[config.mk]
export PLATFORM = sky130hd
export DESIGN_NAME = mpo_top
export DESIGN_NICKNAME = d
export VERILOG_FILES = /design/src/include/mpo_pkg.sv /design/src/include/mpo_phase_if.sv /design/src/core/mpo_phase_gen.sv /design/src/core/mpo_top.sv
export VERILOG_INCLUDE_DIRS = /design/src /design/src/include
export SDC_FILE = /design/constraint.sdc
export NUM_CORES = 1
export LEC_CHECK = 0
export BUFFER_PORTS_ARGS = -buffer_cell sky130_fd_sc_hd__buf_4
export CAP_MARGIN = 30
export CORE_MARGIN = 4
export CORE_UTILIZATION = 50
export CTS_CLUSTER_DIAMETER = 200
export DETAILED_ROUTE_END_ITERATION = 12
export PLACE_DENSITY = 0.7
export SLEW_MARGIN = 10
export SYNTH_ARGS = -nofsm -noshare
export SYNTH_HDL_FRONTEND = slang
export SYNTH_SLANG_ARGS = --single-unit
[constraint.sdc]
create_clock -name clk_sys -period 34.7 [get_ports clk_sys]
set_input_delay 3.47 -clock clk_sys [delete_from_list [all_inputs] [get_ports clk_sys]]
set_output_delay 3.47 -clock clk_sys [all_outputs]
set_load 0.005 [all_outputs]
[src/include/mpo_params.svh]
`ifndef MPO_PARAMS_SVH
`define MPO_PARAMS_SVH

// ==========================================================
// Register map
`define MPO_ADDR_CTRL 12'h000
`define MPO_ADDR_PERIOD 12'h004
`define MPO_ADDR_DUTY 12'h008
`define MPO_ADDR_STATUS 12'h00c
`define MPO_ADDR_SYNC 12'h010

// ==========================================================
// Field positions
`define MPO_CTRL_EN_BIT 0
`define MPO_ST_RUN_BIT 0
`define MPO_ST_LOCK_BIT 1
`define MPO_ST_POL_BIT 2
`define MPO_ST_TRI_BIT 3
`define MPO_ST_NPH_LSB 4

// ==========================================================
// Reset values and minimum period
`define MPO_CTRL_RST 1'b0
`define MPO_PERIOD_RST 16'h00fa
`define MPO_DUTY_RST 16'h007d
`define MPO_PERIOD_MIN 16'h0004

`endif

[src/include/mpo_pkg.sv]
package mpo_pkg;

    typedef enum logic [1:0] {
        ST_POR = 2'b01,
        ST_RUN = 2'b10
    } mpo_state_t;

    typedef logic [15:0] mpo_count_t;

endpackage : mpo_pkg

[src/include/mpo_phase_if.sv]
interface mpo_phase_if;
    mpo_pkg::mpo_count_t cnt;
    mpo_pkg::mpo_count_t period;
    mpo_pkg::mpo_count_t duty;

    modport drv (output cnt, output period, output duty);
    modport gen (input cnt, input period, input duty);
endinterface : mpo_phase_if

[src/core/mpo_phase_gen.sv]
module mpo_phase_gen (
    mpo_phase_if.gen bus,
    input wire logic [15:0] offset,
    output logic pulse
);
    logic [16:0] pos;

    // ==========================================================
    // Position within the period, measured from this phase's start.
    always_comb
    begin
        if (bus.cnt >= offset)
        begin
            pos = {1'b0, bus.cnt} - {1'b0, offset};
        end
        else
        begin
            pos = {1'b0, bus.cnt} + {1'b0, bus.period} - {1'b0, offset};
        end
        pulse = (pos < {1'b0, bus.duty});
    end
endmodule : mpo_phase_gen

[src/core/mpo_top.sv]
`include "mpo_params.svh"
module mpo_top (
    input wire logic clk_sys,
    input wire logic nrst,
    input wire logic [11:0] paddr,
    input wire logic psel,
    input wire logic penable,
    input wire logic pwrite,
    input wire logic [31:0] pwdata,
    output logic [31:0] prdata,
    output logic pready,
    output logic pslverr,
    input wire logic output_polarity_select,
    input wire logic tri_level_select,
    input wire logic sync_in,
    input wire logic supply_above_rise,
    input wire logic supply_above_fall,
    output logic phase_out_1,
    output logic phase_out_2,
    output logic phase_out_3_o,
    input wire logic phase_out_3_i,
    output logic phase_out_3_oe_n,
    output logic phase_out_4_o,
    input wire logic phase_out_4_i,
    output logic phase_out_4_oe_n,
    output logic [3:0] phase_mid_level,
    output logic clk_out,
    output logic drive_enable
);
    mpo_pkg::mpo_state_t state_ff;
    logic pol_ff, tri_ff, en_ff, lock_ff, sync_d_ff;
    logic [2:0] nph_ff;
    logic [15:0] period_ff, duty_ff, cnt_ff, meas_ff, sync_per_ff;
    logic [15:0] eff_period, step;
    logic [3:0] raw, active;
    logic [15:0] offs [4];
    logic [3:0] pin_ff;
    logic clk_out_ff, run, sync_rise, p1_pre_ff;
    logic wr, rd_setup;
    mpo_phase_if pif ();

    // ==========================================================
    // Power-on-reset with hysteresis.
    always_ff @(posedge clk_sys or negedge nrst)
    begin
        if (!nrst)
            state_ff <= mpo_pkg::ST_POR;
        else
        begin
            case (state_ff)
                mpo_pkg::ST_POR:
                    if (supply_above_rise)
                        state_ff <= mpo_pkg::ST_RUN;
                mpo_pkg::ST_RUN:
                    if (!supply_above_fall)
                        state_ff <= mpo_pkg::ST_POR;
                default:
                    state_ff <= mpo_pkg::ST_POR;
            endcase
        end
    end
    assign run = (state_ff == mpo_pkg::ST_RUN) && en_ff;

    // ==========================================================
    // Strap capture. Phase 3/4 pins are released while in reset so the
    // board tie-ups can be read; afterwards the values are frozen.
    always_ff @(posedge clk_sys or negedge nrst)
    begin
        if (!nrst)
        begin
            pol_ff <= 1'b0;
            tri_ff <= 1'b0;
            nph_ff <= 3'h4;
        end
        else if (state_ff == mpo_pkg::ST_POR)
        begin
            pol_ff <= output_polarity_select;
            tri_ff <= tri_level_select;
            if (phase_out_3_i)
                nph_ff <= 3'h2;
            else if (phase_out_4_i)
                nph_ff <= 3'h3;
            else
                nph_ff <= 3'h4;
        end
    end

    // ==========================================================
    // APB slave, zero wait state access; read data prepared in setup.
    assign wr = psel && penable && pready && pwrite;
    assign rd_setup = psel && !penable;
    always_ff @(posedge clk_sys or negedge nrst)
    begin
        if (!nrst)
        begin
            pready <= 1'b0;
            pslverr <= 1'b0;
            prdata <= 32'h0000_0000;
        end
        else
        begin
            pready <= rd_setup;
            pslverr <= 1'b0;
            prdata <= 32'h0000_0000;
            if (rd_setup)
            begin
                case (paddr)
                    `MPO_ADDR_CTRL:
                        prdata <= {31'h0, en_ff};
                    `MPO_ADDR_PERIOD:
                        prdata <= {16'h0, period_ff};
                    `MPO_ADDR_DUTY:
                        prdata <= {16'h0, duty_ff};
                    `MPO_ADDR_STATUS:
                        prdata <= {25'h0, nph_ff, tri_ff, pol_ff, lock_ff,
                            state_ff == mpo_pkg::ST_RUN};
                    `MPO_ADDR_SYNC:
                        prdata <= {16'h0, sync_per_ff};
                    default:
                        pslverr <= 1'b1;
                endcase
            end
        end
    end

    always_ff @(posedge clk_sys or negedge nrst)
    begin
        if (!nrst)
        begin
            en_ff <= `MPO_CTRL_RST;
            period_ff <= `MPO_PERIOD_RST;
            duty_ff <= `MPO_DUTY_RST;
        end
        else if (wr)
        begin
            if (paddr == `MPO_ADDR_CTRL)
                en_ff <= pwdata[`MPO_CTRL_EN_BIT];
            // Too short a period would make the phase step zero.
            if (paddr == `MPO_ADDR_PERIOD && pwdata[15:0] >= `MPO_PERIOD_MIN)
                period_ff <= pwdata[15:0];
            if (paddr == `MPO_ADDR_DUTY)
                duty_ff <= pwdata[15:0];
        end
    end

    // ==========================================================
    // Sync measurement. An input held low never locks, and a lost
    // sync drops back to the programmed period after two periods.
    assign sync_rise = sync_in && !sync_d_ff;
    always_ff @(posedge clk_sys or negedge nrst)
    begin
        if (!nrst)
        begin
            sync_d_ff <= 1'b0;
            meas_ff <= 16'h0000;
            sync_per_ff <= `MPO_PERIOD_RST;
            lock_ff <= 1'b0;
        end
        else
        begin
            sync_d_ff <= sync_in;
            if (sync_rise)
            begin
                meas_ff <= 16'h0001;
                if (meas_ff >= `MPO_PERIOD_MIN
                    && meas_ff <= {period_ff[14:0], 1'b0})
                begin
                    sync_per_ff <= meas_ff;
                    lock_ff <= 1'b1;
                end
            end
            else if (meas_ff > {period_ff[14:0], 1'b0})
                lock_ff <= 1'b0;
            else
                meas_ff <= meas_ff + 16'h0001;
        end
    end
    assign eff_period = lock_ff ? sync_per_ff : period_ff;

    // ==========================================================
    // Period counter; a sync edge while locked restarts phase 1.
    always_ff @(posedge clk_sys or negedge nrst)
    begin
        if (!nrst)
            cnt_ff <= 16'h0000;
        else if (!run || (lock_ff && sync_rise)
            || cnt_ff >= eff_period - 16'h0001)
            cnt_ff <= 16'h0000;
        else
            cnt_ff <= cnt_ff + 16'h0001;
    end

    assign pif.cnt = cnt_ff;
    assign pif.period = eff_period;
    assign pif.duty = duty_ff;
    assign step = eff_period / {13'h0, nph_ff};

    generate
        for (genvar i = 0; i < 4; i++)
        begin : g_phase
            assign offs[i] = 16'(step * i);
            assign active[i] = run && (i < nph_ff);
            mpo_phase_gen u_gen (
                .bus(pif),
                .offset(offs[i]),
                .pulse(raw[i])
            );
            always_ff @(posedge clk_sys or negedge nrst)
            begin
                if (!nrst)
                begin
                    pin_ff[i] <= 1'b0;
                    phase_mid_level[i] <= 1'b0;
                end
                else
                begin
                    pin_ff[i] <= (raw[i] && active[i]) ^ pol_ff;
                    phase_mid_level[i] <= tri_ff && !active[i];
                end
            end
        end
    endgenerate

    assign phase_out_1 = pin_ff[0];
    assign phase_out_2 = pin_ff[1];
    assign phase_out_3_o = pin_ff[2];
    assign phase_out_4_o = pin_ff[3];

    // ==========================================================
    // Pin enables, driver enable and clock output.
    // The clock only rises on a phase 1 leading edge, so a period change
    // or a sync restart cannot make a stray rising edge.
    always_ff @(posedge clk_sys or negedge nrst)
    begin
        if (!nrst)
        begin
            phase_out_3_oe_n <= 1'b1;
            phase_out_4_oe_n <= 1'b1;
            drive_enable <= 1'b0;
            clk_out_ff <= 1'b0;
            p1_pre_ff <= 1'b0;
        end
        else
        begin
            phase_out_3_oe_n <= !(run && nph_ff > 3'h2);
            phase_out_4_oe_n <= !(run && nph_ff > 3'h3);
            drive_enable <= run;
            p1_pre_ff <= raw[0] && active[0];
            if (raw[0] && active[0] && !p1_pre_ff)
                clk_out_ff <= 1'b1;
            else if (!run || cnt_ff >= {1'b0, eff_period[15:1]})
                clk_out_ff <= 1'b0;
        end
    end
    assign clk_out = clk_out_ff;

    // ==========================================================
    // Checks.
    chk_por_rise: assert property (@(posedge clk_sys)
        disable iff (!nrst) state_ff == mpo_pkg::ST_POR && supply_above_rise
        |=> state_ff == mpo_pkg::ST_RUN)
        else $error("no start above rising threshold");
    chk_por_fall: assert property (@(posedge clk_sys)
        disable iff (!nrst) state_ff == mpo_pkg::ST_RUN && !supply_above_fall
        |=> state_ff == mpo_pkg::ST_POR)
        else $error("no stop below falling threshold");
    chk_drive_en_run: assert property (@(posedge clk_sys)
        disable iff (!nrst) drive_enable == $past(run))
        else $error("driver enable not following run state");
    chk_straps_frozen: assert property (@(posedge clk_sys)
        disable iff (!nrst) $past(state_ff) == mpo_pkg::ST_RUN
        |-> $stable(pol_ff) && $stable(tri_ff) && $stable(nph_ff))
        else $error("strap value changed while running");
    chk_polarity_idle: assert property (@(posedge clk_sys)
        disable iff (!nrst) !run |=> phase_out_1 == $past(pol_ff))
        else $error("idle phase level ignores polarity");
    chk_two_phase: assert property (@(posedge clk_sys)
        disable iff (!nrst) nph_ff == 3'h2 |=> phase_out_3_o == $past(pol_ff)
        && phase_out_4_o == $past(pol_ff))
        else $error("dropped phase switching");
    chk_tri_mid: assert property (@(posedge clk_sys)
        disable iff (!nrst) phase_mid_level != 4'h0 |-> $past(tri_ff))
        else $error("mid level without tri-level strap");
    chk_clk_align: assert property (@(posedge clk_sys)
        disable iff (!nrst) $rose(clk_out) |-> $rose(phase_out_1 ^ pol_ff))
        else $error("clock out not aligned to phase 1");
    chk_sync_restart: assert property (@(posedge clk_sys)
        disable iff (!nrst) lock_ff && sync_rise |=> cnt_ff == 16'h0000)
        else $error("sync edge did not restart period");
endmodule : mpo_top

==> results.toml <==
[outcome]
status = "finished, final reports clean"

[yosys]
ys_async_sr_fraction_pct = 100
syn_area_mm2 = 0.0177
yosys_warnings = 0
ys_seq_area_share_pct = 17.3
synth_area_per_cell_um2 = 7.89
synthFlopType = "dfrtp_1"
syn_inst = 2240
ys_types = 107
synth_top_area_share_pct = 19.8
yosysTopAreaCell = "ha_1"
synth-edff-count = 0
ys_seq_elements = 121
synth_area_leaders = "ha_1, dfrtp_1, a21oi_1, xnor2_1, o21ai_0"

[cts]
hold_buffers = 0
clkSinkCount = 121
cts_buffers = 17
cts_tree = "built"
htreeDepth = 4
clock_latency_ns = 0.41
clock-root-buffer = "clkbuf_16"
clockBufferDepth = 2
cts.reportedPaths.clkPinSlew_ns = 0.06

[detailed_routing]
wl_um = 50800
ant_nets = 0
wl_per_cell_um = 17.9
drt_iter0_drc = 1255
drc_errors = 0
via_per_inst = 5.93
dr.pass1.iters = 6
num_vias = 16823

[global_route]
grt_pass1_vias = 15891
grt_max_degree = 70
grt_overflow_total = 0
antenna_found_initial = 0
grt_pass1_wl_um = 81500
grt_use_total_pct = 25.6

[worst_setup_path]
path_class = "reg2reg"
critical_path.startpoint_type = "flop"
ff2ff_setup_slack_ns = 2.07
cp_max_fo = 11
worstPathArrival_ns = 32.91
endpoint_kind = "flop"
critPathSlowestCell = "or4_4"
crit_top_cell = "ha_1"
critPathMaxStageDelay_ns = 0.49
required_ns = 34.98

[timing]
finalSetupViolations = 0
hold_viol = 0
tightest_slew_ns = 0.854
finalMaxSlewViolations = 0
max_slew_margin_pct = 42.4
skew_ns = 0.00746
finalCriticalPeriod_ns = 32.63
fmax_ghz = 0.0306
post-route-period-util_pct = 94.0

[layout]
mostFrequentLayoutCell = "ha_1"
drive_above_1_share_pct = 14.7
antenna_cells = 0
syn_to_final_growth_pct = 13.8
design_area_mm2 = 0.0201
final_cell_mix = "ha_1, inv_1, nor2_1"
layout.nets = 2712

[floorplan]
dieHeight_um = 196
core_mm2 = 0.0347
io_pins = 102
start_util_pct = 50.9
die_w_um = 196
num_rows = 68
dieArea_mm2 = 0.0384

[worst_hold_path]
hold_path.class = "reg2reg"

[flow_run]
max_cap_violations = 0

[placement]
dp_hpwl_um = 41200
place_area_mm2 = 0.0190
place_congestion = 0.908
port_buffers = 69
cell type report:
cell class	instances	area, µm²
Fill cell	3180	14600
Multi-Input combinational cell	1884	14000
Sequential cell	121	3060
Timing Repair Buffer	147	1140
Inverter	197	742
Tap cell	455	569
Clock buffer	21	470
Clock inverter	11	169
through the flow:
step                      setup slack (ns)  hold WS (ns)  utilization, %  TNS, ns  cells
after floorplan                       1.22         0.420               -        0   2255
after global placement               0.459         0.435            54.8        0   2785
final                                 2.07         0.445            57.9        0   2836
after detailed placement            -0.294         0.439            54.8   -0.294   2785
after global routing                -0.151         0.456            57.9   -0.151   2836
after CTS                           0.0107         0.448            56.8        0   2817
Yosys cell counts, types with 8 or more instances:
master	n
a211o_1	9
a211oi_1	11
a211oi_2	9
a21boi_0	15
a21o_1	52
a21oi_1	184
a222oi_1	15
a31oi_1	12
and2_1	13
and3_1	23
buf_4	17
clkbuf_1	30
dfrtp_1	99
dfstp_2	22
fa_1	8
ha_1	280
inv_1	192
mux2_2	31
mux2i_1	21
nand2_1	145
nand2b_1	73
nand3_1	56
nand4_1	34
nor2_1	179
nor2b_1	44
nor3_1	41
nor4_1	19
o211ai_1	11
o21a_1	43
o21ai_0	174
o21ai_1	11
o21bai_1	24
o31ai_1	12
or2_2	18
or3_1	19
xnor2_1	100
xor2_1	51
path summary, 6_finish.rpt:
kind,endpoint,cells after the start,start
worst min register to register,clk_out$_DFFE_PN0P_,1,p1_pre_ff$_DFF_PN0_
worst min-delay path,clk_out$_DFFE_PN0P_,1,p1_pre_ff$_DFF_PN0_
max in group asynchronous,meas_ff[5]$_DFFE_PN0P_,3,nrst
worst max-delay path,phase_out_4_o$_DFF_PN0_,165,lock_ff$_DFFE_PN0P_
min in group asynchronous,prdata[2]$_DFF_PN0_,1,nrst
worst max register to register,phase_out_4_o$_DFF_PN0_,165,lock_ff$_DFFE_PN0P_
critical path: cells and delay by family (launching register included):
family	cells	cell delay (ns)
buffers and inverters	7	1.07
DFF	1	0.43
and+or+nand+nor	57	10.37
adders and majority gates	20	5.98
xor gates and xnor gates	2	0.46
muxes	9	2.38
AOI/OAI and AO/OA	70	11.69
repair_timing:
item / 4_1_cts / 5_1_grt
endpoints found under the setup margin: 1 / 3
resized for setup: 8 / 62
setup buffers: 0 / 16
pin swaps: 0 / 11
registers in the layout, summed over array words and instances (netlist names), 2 cells and up:
name / count
cnt_ff: 16
duty_ff: 16
meas_ff: 16
period_ff: 16
prdata: 16
sync_per_ff: 16
phase_mid_level: 4
nph_ff: 3
state_ff: 2
cell families after synthesis:
family	after synthesis	synth area share (%)
buffers and inverters	250	5.76
and+or+nand+nor	711	20.6
other	1	0.0212
xor gates and xnor gates	151	7.49
adders and majority gates	288	20.7
DFF	121	17.3
AOI/OAI and AO/OA	661	24.4
muxes	57	3.65
layer usage:
layer  GRT usage [%]  share of wire, %  wire length, µm  up-vias
met5               0                 0                0        -
met4            7.42               2.7             1390        0
met3            3.73               5.8             2950       86
met2            41.8                45            23000      475
met1            35.4                46            23400     7903
li1                -                 -                -     8359
Power is left out: the tool's default activity adds up to more than one toggle a clock period on the data nets, which glitch-free logic cannot reach.
